`src/hdl/adccfg_cfg.svh`:
```
// Overview of operation
// Eight-bit channel register, one enable per input
// Bits 3..0 enable inputs 3..0, reset zero
// New selection applies after one more conversion
// New selection restarts at lowest enabled input
// Sixteen-bit readable writable mode register
// Bit 15 picks open-drain or push-pull flag
// Bit 14 drives third general output level
// Bit 11 low filters 50 ns bus spikes
// Bits 10 and 8 decode conversion mode
// Bit 9 resets control, result, alert state
// Soft reset bit clears on next cycle
// Bits 7:6 pick 100..800 us autocycle interval
// Bit 4 gives flag pin alert/busy duty
// Bit 5 shows busy; reads zero otherwise
// Serial slave never stretches clock nor general-calls
`ifndef ADCCFG_CFG_SVH
`define ADCCFG_CFG_SVH

// ----------------------------------------
// Register offsets and reset values
// ----------------------------------------
`define ADCCFG_ADDR_CHANNEL 8'h01
`define ADCCFG_ADDR_SETUP 8'h02
`define ADCCFG_CHANNEL_RESET 8'h00
`define ADCCFG_SETUP_RESET 16'h00C0
`define ADCCFG_CHANNEL_WMASK 8'h0F
`define ADCCFG_SETUP_WMASK 16'hCDFF

// ----------------------------------------
// Field positions of the setup register
// ----------------------------------------
`define ADCCFG_BIT_DRIVE 15
`define ADCCFG_BIT_GENERAL_OUTPUT_THIRD_LEVEL 14
`define ADCCFG_BIT_FILTER 11
`define ADCCFG_BIT_CMD 10
`define ADCCFG_BIT_SOFT_RESET_TRIGGER 9
`define ADCCFG_BIT_AUTO 8
`define ADCCFG_TIMER_HI 7
`define ADCCFG_TIMER_LO 6
`define ADCCFG_BIT_BUSY 5
`define ADCCFG_BIT_FLAGEN 4
`define ADCCFG_BIT_POL 3
`define ADCCFG_BIT_GENERAL_OUTPUT_SECOND_LEVEL 2
`define ADCCFG_PDOWN_HI 1
`define ADCCFG_PDOWN_LO 0

// ----------------------------------------
// Timing
// ----------------------------------------
`define ADCCFG_CLK_PERIOD_NS 8
`define ADCCFG_SPIKE_NS 50
`define ADCCFG_SPIKE_CYCLES ((`ADCCFG_SPIKE_NS + `ADCCFG_CLK_PERIOD_NS - 1) / `ADCCFG_CLK_PERIOD_NS)
`define ADCCFG_TIMER_BASE_NS 100000
`define ADCCFG_TIMER_BASE_CYCLES (`ADCCFG_TIMER_BASE_NS / `ADCCFG_CLK_PERIOD_NS)

`endif

```
`src/hdl/adccfg_pkg.sv`:
```
package adccfg_pkg;

    // ----------------------------------------
    // Register port request
    // ----------------------------------------
    typedef struct packed {
        logic wr;
        logic rd;
        logic [7:0] addr;
        logic [15:0] wdata;
    } adccfg_req_t;

    // ----------------------------------------
    // Register port answer
    // ----------------------------------------
    typedef struct packed {
        logic valid;
        logic [15:0] rdata;
    } adccfg_rsp_t;

    // ----------------------------------------
    // Two-way pin drive
    // ----------------------------------------
    typedef struct packed {
        logic out;
        logic oe;
    } adccfg_pin_t;

    // ----------------------------------------
    // Conversion modes
    // ----------------------------------------
    typedef enum logic [1:0] {
        ADCCFG_MODE_SAMPLE = 2'h0,
        ADCCFG_MODE_COMMAND = 2'h1,
        ADCCFG_MODE_AUTO = 2'h2
    } adccfg_mode_t;

    // ----------------------------------------
    // Sequencer states
    // ----------------------------------------
    typedef enum logic [1:0] {
        ADCCFG_SEQ_IDLE = 2'b01,
        ADCCFG_SEQ_BUSY = 2'b10
    } adccfg_seq_t;

endpackage

```
`src/hdl/adccfg_spike_filter.sv`:
```
`timescale 1ns/1ns
`include "adccfg_cfg.svh"

module adccfg_spike_filter #(
    parameter int STABLE_CYCLES = `ADCCFG_SPIKE_CYCLES,
    parameter int CW = 4
) (
    // Clock and reset
    input wire logic clock,
    input wire logic rst_n,
    input wire logic ce,
    // Control
    input wire logic bypass,
    // Line
    input wire logic pinIn,
    output logic filtOut
);

    // ----------------------------------------
    // Parameter check
    // ----------------------------------------
    if (STABLE_CYCLES < 1 || STABLE_CYCLES >= (1 << CW)) begin : gBadParam
        $error("adccfg_spike_filter: STABLE_CYCLES does not fit CW");
    end

    localparam logic [CW-1:0] LIMIT = CW'(STABLE_CYCLES);

    logic sync1_q, sync2_q;
    logic [CW-1:0] cnt_q, cnt_d;
    logic out_q, out_d;

    // ----------------------------------------
    // Filter
    // ----------------------------------------
    always_comb begin
        cnt_d = cnt_q;
        out_d = out_q;
        if (bypass) begin
            cnt_d = '0;
            out_d = sync2_q;
        end else if (sync2_q == out_q) begin
            cnt_d = '0;
        end else if (cnt_q + CW'(1) >= LIMIT) begin
            cnt_d = '0;
            out_d = sync2_q;
        end else begin
            cnt_d = cnt_q + CW'(1);
        end
    end

    always_ff @(posedge clock or negedge rst_n) begin
        if (!rst_n) begin
            sync1_q <= 1'b1;
            sync2_q <= 1'b1;
            cnt_q <= '0;
            out_q <= 1'b1;
        end else if (ce) begin
            sync1_q <= pinIn;
            sync2_q <= sync1_q;
            cnt_q <= cnt_d;
            out_q <= out_d;
        end
    end

    assign filtOut = out_q;

endmodule

```
`src/hdl/adccfg_top.sv`:
```
`timescale 1ns/1ns
`include "adccfg_cfg.svh"

module adccfg_top
    import adccfg_pkg::*;
#(
    parameter int TIMER_BASE_CYCLES = `ADCCFG_TIMER_BASE_CYCLES,
    parameter int TW = 20
) (
    // Clock, enable and reset
    input wire logic clock,
    input wire logic ce,
    input wire logic rst_n,
    // Register port from serial slave
    input wire adccfg_req_t regReq,
    output adccfg_rsp_t regRsp,
    // Serial bus lines, raw and filtered
    input wire logic sclIn,
    input wire logic sdaIn,
    output logic sclFilt,
    output logic sdaFilt,
    // Converter handshake
    input wire logic cmdConvReq,
    input wire logic convDone,
    input wire logic alertIn,
    output logic convStart,
    output logic [1:0] convChannel,
    output logic convBusy,
    output adccfg_mode_t convMode,
    output logic [1:0] powerMode,
    output logic softResetPulse,
    // Pins
    input wire logic convertTriggerIn,
    output adccfg_pin_t convertTriggerPin,
    output adccfg_pin_t flagPin,
    output logic generalOutputThirdLevel
);

    // ----------------------------------------
    // Parameter check
    // ----------------------------------------
    if (TIMER_BASE_CYCLES < 1 || (TIMER_BASE_CYCLES * 8) >= (1 << TW)) begin : gBadParam
        $error("adccfg_top: TIMER_BASE_CYCLES does not fit TW");
    end

    localparam logic [TW-1:0] BASE = TW'(TIMER_BASE_CYCLES);

    // ----------------------------------------
    // Next enabled input after cur, wrapping
    // ----------------------------------------
    function automatic logic [1:0] nextInput(input logic [3:0] mask, input logic [1:0] cur);
        logic [1:0] pick;
        logic [1:0] idx;
        logic found;
        pick = cur;
        found = 1'b0;
        for (int i = 1; i <= 4; i++) begin
            idx = cur + 2'(i);
            if (!found && mask[idx]) begin
                pick = idx;
                found = 1'b1;
            end
        end
        return pick;
    endfunction

    // ----------------------------------------
    // Registers
    // ----------------------------------------
    logic [7:0] channel_q, channel_d;
    logic [15:0] setup_q, setup_d;
    logic soft_reset_trigger_q, soft_reset_trigger_d;
    adccfg_rsp_t rsp_q, rsp_d;
    logic wrChannel, wrSetup;
    logic [15:0] setupRead;

    assign wrChannel = regReq.wr && (regReq.addr == `ADCCFG_ADDR_CHANNEL);
    assign wrSetup = regReq.wr && (regReq.addr == `ADCCFG_ADDR_SETUP);

    always_comb begin
        setupRead = setup_q & `ADCCFG_SETUP_WMASK;
        setupRead[`ADCCFG_BIT_SOFT_RESET_TRIGGER] = soft_reset_trigger_q;
        // busy reads zero
        if (!setup_q[`ADCCFG_BIT_FLAGEN]) begin
            setupRead[`ADCCFG_BIT_BUSY] = 1'b0;
        end
    end

    always_comb begin
        channel_d = channel_q;
        setup_d = setup_q;
        rsp_d = '0;
        // channel enables
        if (wrChannel) begin
            channel_d = regReq.wdata[7:0] & `ADCCFG_CHANNEL_WMASK;
        end
        // setup register write
        if (wrSetup) begin
            setup_d = regReq.wdata & `ADCCFG_SETUP_WMASK;
        end
        // self-clearing reset bit
        soft_reset_trigger_d = wrSetup && regReq.wdata[`ADCCFG_BIT_SOFT_RESET_TRIGGER];
        if (regReq.rd) begin
            rsp_d.valid = 1'b1;
            case (regReq.addr)
                `ADCCFG_ADDR_CHANNEL: rsp_d.rdata = {8'h00, channel_q};
                `ADCCFG_ADDR_SETUP: rsp_d.rdata = setupRead;
                default: rsp_d.rdata = 16'h0000;
            endcase
        end
    end

    always_ff @(posedge clock or negedge rst_n) begin
        if (!rst_n) begin
            channel_q <= `ADCCFG_CHANNEL_RESET;
            setup_q <= `ADCCFG_SETUP_RESET;
            soft_reset_trigger_q <= 1'b0;
            rsp_q <= '0;
        end else if (ce) begin
            channel_q <= channel_d;
            setup_q <= setup_d;
            soft_reset_trigger_q <= soft_reset_trigger_d;
            rsp_q <= rsp_d;
        end
    end

    assign regRsp = rsp_q;
    // reset pulse to result and alert
    assign softResetPulse = soft_reset_trigger_q;
    assign powerMode = setup_q[`ADCCFG_PDOWN_HI:`ADCCFG_PDOWN_LO];
    // third output level
    assign generalOutputThirdLevel = setup_q[`ADCCFG_BIT_GENERAL_OUTPUT_THIRD_LEVEL];

    // ----------------------------------------
    // Mode decode
    // ----------------------------------------
    adccfg_mode_t mode;

    always_comb begin
        // command and autocycle decode
        case ({setup_q[`ADCCFG_BIT_CMD], setup_q[`ADCCFG_BIT_AUTO]})
            2'b10: mode = ADCCFG_MODE_COMMAND;
            2'b01: mode = ADCCFG_MODE_AUTO;
            default: mode = ADCCFG_MODE_SAMPLE;
        endcase
    end

    assign convMode = mode;

    // ----------------------------------------
    // Bus line spike filters
    // ----------------------------------------
    // spike filter bypass
    adccfg_spike_filter #(
        .STABLE_CYCLES(`ADCCFG_SPIKE_CYCLES),
        .CW(4)
    ) uSclFilter (
        .clock(clock),
        .rst_n(rst_n),
        .ce(ce),
        .bypass(setup_q[`ADCCFG_BIT_FILTER]),
        .pinIn(sclIn),
        .filtOut(sclFilt)
    );

    adccfg_spike_filter #(
        .STABLE_CYCLES(`ADCCFG_SPIKE_CYCLES),
        .CW(4)
    ) uSdaFilter (
        .clock(clock),
        .rst_n(rst_n),
        .ce(ce),
        .bypass(setup_q[`ADCCFG_BIT_FILTER]),
        .pinIn(sdaIn),
        .filtOut(sdaFilt)
    );

    // ----------------------------------------
    // Trigger pin synchroniser
    // ----------------------------------------
    logic trig1_q, trig2_q, trig3_q;
    logic trigFall;

    always_ff @(posedge clock or negedge rst_n) begin
        if (!rst_n) begin
            trig1_q <= 1'b1;
            trig2_q <= 1'b1;
            trig3_q <= 1'b1;
        end else if (ce) begin
            trig1_q <= convertTriggerIn;
            trig2_q <= trig1_q;
            trig3_q <= trig2_q;
        end
    end

    assign trigFall = trig3_q && !trig2_q;

    // ----------------------------------------
    // Autocycle timer
    // ----------------------------------------
    logic [TW-1:0] tmr_q, tmr_d;
    logic [TW-1:0] interval;
    logic tmrExpire;

    // interval select
    assign interval = BASE << setup_q[`ADCCFG_TIMER_HI:`ADCCFG_TIMER_LO];
    assign tmrExpire = (mode == ADCCFG_MODE_AUTO) && (tmr_q == interval - TW'(1));

    always_comb begin
        tmr_d = tmr_q + TW'(1);
        // timer reset
        if (soft_reset_trigger_q || mode != ADCCFG_MODE_AUTO || tmrExpire) begin
            tmr_d = '0;
        end
    end

    always_ff @(posedge clock or negedge rst_n) begin
        if (!rst_n) begin
            tmr_q <= '0;
        end else if (ce) begin
            tmr_q <= tmr_d;
        end
    end

    // ----------------------------------------
    // Channel sequencer
    // ----------------------------------------
    adccfg_seq_t state_q, state_d;
    logic [3:0] active_q, active_d;
    logic [3:0] pend_q, pend_d;
    logic pendValid_q, pendValid_d;
    logic [1:0] cur_q, cur_d;
    logic start_q, start_d;
    logic [1:0] chan_q, chan_d;
    logic startReq;

    always_comb begin
        case (mode)
            ADCCFG_MODE_AUTO: startReq = tmrExpire;
            ADCCFG_MODE_COMMAND: startReq = cmdConvReq;
            default: startReq = trigFall;
        endcase
    end

    always_comb begin
        state_d = state_q;
        active_d = active_q;
        pend_d = pend_q;
        pendValid_d = pendValid_q;
        cur_d = cur_q;
        start_d = 1'b0;
        chan_d = chan_q;
        case (state_q)
            ADCCFG_SEQ_IDLE: begin
                if (startReq) begin
                    start_d = 1'b1;
                    chan_d = cur_q;
                    state_d = ADCCFG_SEQ_BUSY;
                end
            end
            ADCCFG_SEQ_BUSY: begin
                if (convDone) begin
                    state_d = ADCCFG_SEQ_IDLE;
                    // apply after one conversion
                    if (pendValid_q) begin
                        active_d = pend_q;
                        pendValid_d = 1'b0;
                        // restart at lowest input
                        cur_d = nextInput(pend_q, 2'h3);
                    end else begin
                        cur_d = nextInput(active_q, cur_q);
                    end
                end
            end
            default: state_d = ADCCFG_SEQ_IDLE;
        endcase
        // hold new selection pending
        if (wrChannel) begin
            pend_d = regReq.wdata[3:0];
            pendValid_d = 1'b1;
        end
        // control logic reset
        if (soft_reset_trigger_q) begin
            state_d = ADCCFG_SEQ_IDLE;
            start_d = 1'b0;
            cur_d = nextInput(active_q, 2'h3);
        end
    end

    always_ff @(posedge clock or negedge rst_n) begin
        if (!rst_n) begin
            state_q <= ADCCFG_SEQ_IDLE;
            active_q <= 4'h0;
            pend_q <= 4'h0;
            pendValid_q <= 1'b0;
            cur_q <= 2'h0;
            start_q <= 1'b0;
            chan_q <= 2'h0;
        end else if (ce) begin
            state_q <= state_d;
            active_q <= active_d;
            pend_q <= pend_d;
            pendValid_q <= pendValid_d;
            cur_q <= cur_d;
            start_q <= start_d;
            chan_q <= chan_d;
        end
    end

    assign convStart = start_q;
    assign convChannel = chan_q;
    assign convBusy = (state_q == ADCCFG_SEQ_BUSY);

    // ----------------------------------------
    // Pin drivers
    // ----------------------------------------
    adccfg_pin_t flag_q, flag_d;
    adccfg_pin_t trigPin_q, trigPin_d;
    logic flagLevel;
    logic flagActive;

    always_comb begin
        // busy or alert source
        flagActive = setup_q[`ADCCFG_BIT_BUSY] ? convBusy : alertIn;
        // flag or general output
        if (setup_q[`ADCCFG_BIT_FLAGEN]) begin
            flagLevel = setup_q[`ADCCFG_BIT_POL] ? flagActive : !flagActive;
        end else begin
            flagLevel = setup_q[`ADCCFG_BIT_POL];
        end
        // open-drain or push-pull
        if (setup_q[`ADCCFG_BIT_DRIVE]) begin
            flag_d.out = flagLevel;
            flag_d.oe = 1'b1;
        end else begin
            flag_d.out = 1'b0;
            flag_d.oe = !flagLevel;
        end
        // Trigger pin is an input in sample mode
        trigPin_d.out = setup_q[`ADCCFG_BIT_GENERAL_OUTPUT_SECOND_LEVEL];
        trigPin_d.oe = (mode != ADCCFG_MODE_SAMPLE);
    end

    always_ff @(posedge clock or negedge rst_n) begin
        if (!rst_n) begin
            flag_q <= '0;
            trigPin_q <= '0;
        end else if (ce) begin
            flag_q <= flag_d;
            trigPin_q <= trigPin_d;
        end
    end

    assign flagPin = flag_q;
    assign convertTriggerPin = trigPin_q;

    // bus clock only observed, never held
    // (no drive toward the clock line exists here)

endmodule

```
`config.mk`:
```
export PLATFORM = sky130hd
export DESIGN_NAME = adccfg_top
export DESIGN_NICKNAME = d
export VERILOG_FILES = /design/src/hdl/adccfg_pkg.sv /design/src/hdl/adccfg_spike_filter.sv /design/src/hdl/adccfg_top.sv
export VERILOG_INCLUDE_DIRS = /design/src /design/src/hdl
export SDC_FILE = /design/constraint.sdc
export NUM_CORES = 1
export LEC_CHECK = 0
export BUFFER_PORTS_ARGS = -buffer_cell sky130_fd_sc_hd__clkbuf_2
export CORE_MARGIN = 2
export CORE_UTILIZATION = 57
export DETAILED_ROUTE_END_ITERATION = 16
export PLACE_DENSITY = 0.84
export SKIP_CTS_REPAIR_TIMING = 1
export SYNTH_ARGS = -nofsm -noshare
export SYNTH_HDL_FRONTEND = slang
export SYNTH_SLANG_ARGS = --single-unit
```
`constraint.sdc`:
```
create_clock -name clock -period 3.53 [get_ports clock]
set_clock_uncertainty 0.2 [all_clocks]
set_input_delay 0 -clock clock [delete_from_list [all_inputs] [get_ports clock]]
set_output_delay 0 -clock clock [all_outputs]
set_load 0.01 [all_outputs]
```
==> flow_summary.ini <==
[timing]
worst-slew-pin-transition_ps = 1081
holdWs_ps = -16.29
fin_crit_ps = 3124
rsz0062_at_grt = false
hold_viol_final = 4
setup_tns_ps = 0
slew_headroom_pct = 27.95
drv_slew = 0
setup_violations = 0
fin_ws_ps = 406.2
fmax_mhz = 320.1
fin_crit_sh_pct = 88.49

[placement]
dp.cells = 543
io_buffers = 63
dp.final_hpwl_um = 6251
place_area_um2 = 4688
preCtsSetupSlack_ps = 420.1
gp_routability_congestion = 0.8173

[yosys]
synth_flop_cell = dfrtp_1
ys_ff_latch = 86
synth_cells = 394
synth-seq-area-share_pct = 50.23
yosys_warnings = 0
yosysUniqueCellTypes = 58
netlist_area_um2 = 4314
synth_edf_count = 0
async_reset_ff_share_pct = 100.0
syn_area_per_cell_um2 = 10.95

[cts]
clk_pin_slew_ps = 80
cts_buffers = 9
worst_skew_pair.late_latency_ps = 350
cts_max_path_buffers = 2
clkSinkCount = 86
cts_tree = built
clock-root-buffer = clkbuf_8
ctsHtreeMaxLevel = 3

[worst_setup_path]
critPathCaptureType = register
regToRegSetupSlack_ps = 410
max_stage_delay_ps = 590
crit_fanout = 18
critical_path_required_ps = 3550
critical_path_class = register to register
r2r_start = setup_q[6]$_DFFE_PN1P_
critPathLaunchType = register
arrival_ps = 3140
critical_path.cell_chain = inv_1 > ha_1 > or4b_1 > a222oi_1 > o2111ai_2 > a21oi_4 > nor2_1
crit_path_start = setup_q[6]$_DFFE_PN1P_
cpMaxStageDelayCell = dfstp_2

[route]
drt_iter0_markers = 185
num_vias = 3343
via_per_inst = 5.734
drcViolationCount = 0
totalWireLength_um = 9807
avgRoutedWirePerCell_um = 16.82
ant_nets = 0
drtPass1Iterations = 4

[pwr]
leakage_nw = 2.460
power.density_nw_per_um2 = 430.0
p_total_mw = 2.209
ir_drop_mv = 0.2235

[layout]
regArea_um2 = 2167
nets = 529
fillers = 540
instances_no_fill = 583
areaGrowthSynthToFinish_pct = 19.08
n_antenna_cell = 0
final_cell_area_um2 = 5137
final_cell_mix = dfrtp_1 (74), clkbuf_2 (62), nor2_1 (29)
multi_input_area_um2 = 1978
drive_gt1_share_pct = 26.65
post-route-util_pct = 70.45
layout_commonest_cell = dfrtp_1

[grt]
globalRouteOverflowTotal = 0
grt_max_degree = 87
grt_pass1_vias = 3210
antenna_found_initial = 0
track_usage_pct = 23.43
grt_pass1_wl_um = 15570

[floorplan]
dieArea_um2 = 8281
core_region_area_um2 = 7292
die_w_um = 91
rows = 31
initial_utilization_pct = 59.16
die_h_um = 91
io_pins = 68

[worst_hold_path]
min_from = regReq[17]
worstHoldPathType = primary input to register

[outcome]
violations = negative hold slack
outcome = finished with violations

[run]
cap_viol_max_count = 0
routing by layer:
| layer | vias to the layer above | global-route usage [%] | share of wire (%) |
|---|---|---|---|
| met4 | 0 | 6.439 | 1.6 |
| met5 | - | 0 | 0 |
| met2 | 93 | 37.90 | 50 |
| li1 | 1566 | - | - |
| met3 | 16 | 4.564 | 3.9 |
| met1 | 1668 | 32.50 | 44 |
critical path: cells and delay by family, from the launching register on:
kind / cells / cell delay [ps]
flops: 1 / 590
buf+inv: 1 / 110
simple gates: 2 / 570
fa+ha+maj: 1 / 320
compound gates: 3 / 1200
cells by family (layout without fill, tap and decap cells):
kind of cell    after synthesis  in the layout  share of synthesized area [%]
compound gates               72             72                          12.59
fa+ha+maj                    15             15                          4.350
simple gates                125            125                          15.31
xor+xnor                     26             26                          5.278
flops                        86             86                          50.23
mux                          31             31                          8.150
buf+inv                      38            127                          4.002
other cells                   1              2                        0.08692
area by class of cell:
| cell class | count | area share, % |
|---|---|---|
| clock buffers | 11 | 2.947 |
| repair buffers | 90 | 11.30 |
| multi-input cells | 271 | 38.50 |
| clock inverters | 5 | 1.120 |
| well taps | 99 | 2.411 |
| inverters | 21 | 1.534 |
| flip-flops and latches | 86 | 42.18 |
sequential cells by signal, indices dropped and copies added (netlist names), 2 cells and up:
signal,count
pend_q,4
uSclFilter.cnt_q,4
state_q,2
uSdaFilter.cnt_q,4
tmr_q,20
regRsp,15
active_q,4
cur_q,2
setup_q,13
convChannel,2
convertTriggerPin,2
flagPin,2
power by group:
group          switching, mW  internal [mW]  total (mW)
registers             0.0674           1.07        1.14
clock network          0.357          0.366       0.723
logic                  0.177          0.167       0.344
cell usage after synthesis, types with 2 or more instances:
master,instances,area (um^2)
a21oi_1,7,35.03
nor4_1,3,18.77
o21ai_0,18,90.09
mux2_2,25,281.5
buf_6,2,22.52
o22ai_1,3,18.77
buf_1,2,7.510
nor2b_1,9,56.30
mux2i_1,4,40.04
clkbuf_1,9,33.78
nor3_1,5,25.02
ha_1,15,187.7
dfrtp_1,74,1852
or4b_2,2,20.02
and3_1,5,31.28
nor3b_1,3,22.52
a2111o_1,2,22.52
nand2b_1,5,31.28
and4_1,3,26.28
a22oi_1,4,30.03
or3_1,3,18.77
nand3_1,9,45.04
buf_4,4,30.03
o2bb2ai_1,6,52.55
a21o_1,5,37.54
nand2_1,28,105.1
o221ai_1,2,17.52
nand4_1,11,68.82
nand4b_1,2,17.52
mux2_4,2,30.03
a22o_1,11,96.34
inv_1,20,75.07
nor2_1,29,108.9
dfstp_2,12,315.3
or4_1,2,15.01
xnor2_1,9,78.83
xor2_1,17,148.9
a211o_1,2,17.52
worst paths after layout:
kind	endpoint	depth (start not counted)
setup / recovery	tmr_q[8]$_DFFE_PN0P_	7
hold / removal	softResetPulse$_DFFE_PN0P_	5
setup reg to reg	tmr_q[8]$_DFFE_PN0P_	7
hold reg to reg	regRsp[5]$_DFFE_PN0P_	1
max in group asynchronous	tmr_q[8]$_DFFE_PN0P_	2
min in group asynchronous	uSdaFilter.cnt_q[3]$_DFFE_PN0P_	2
Power figures use the tool's default switching activity.
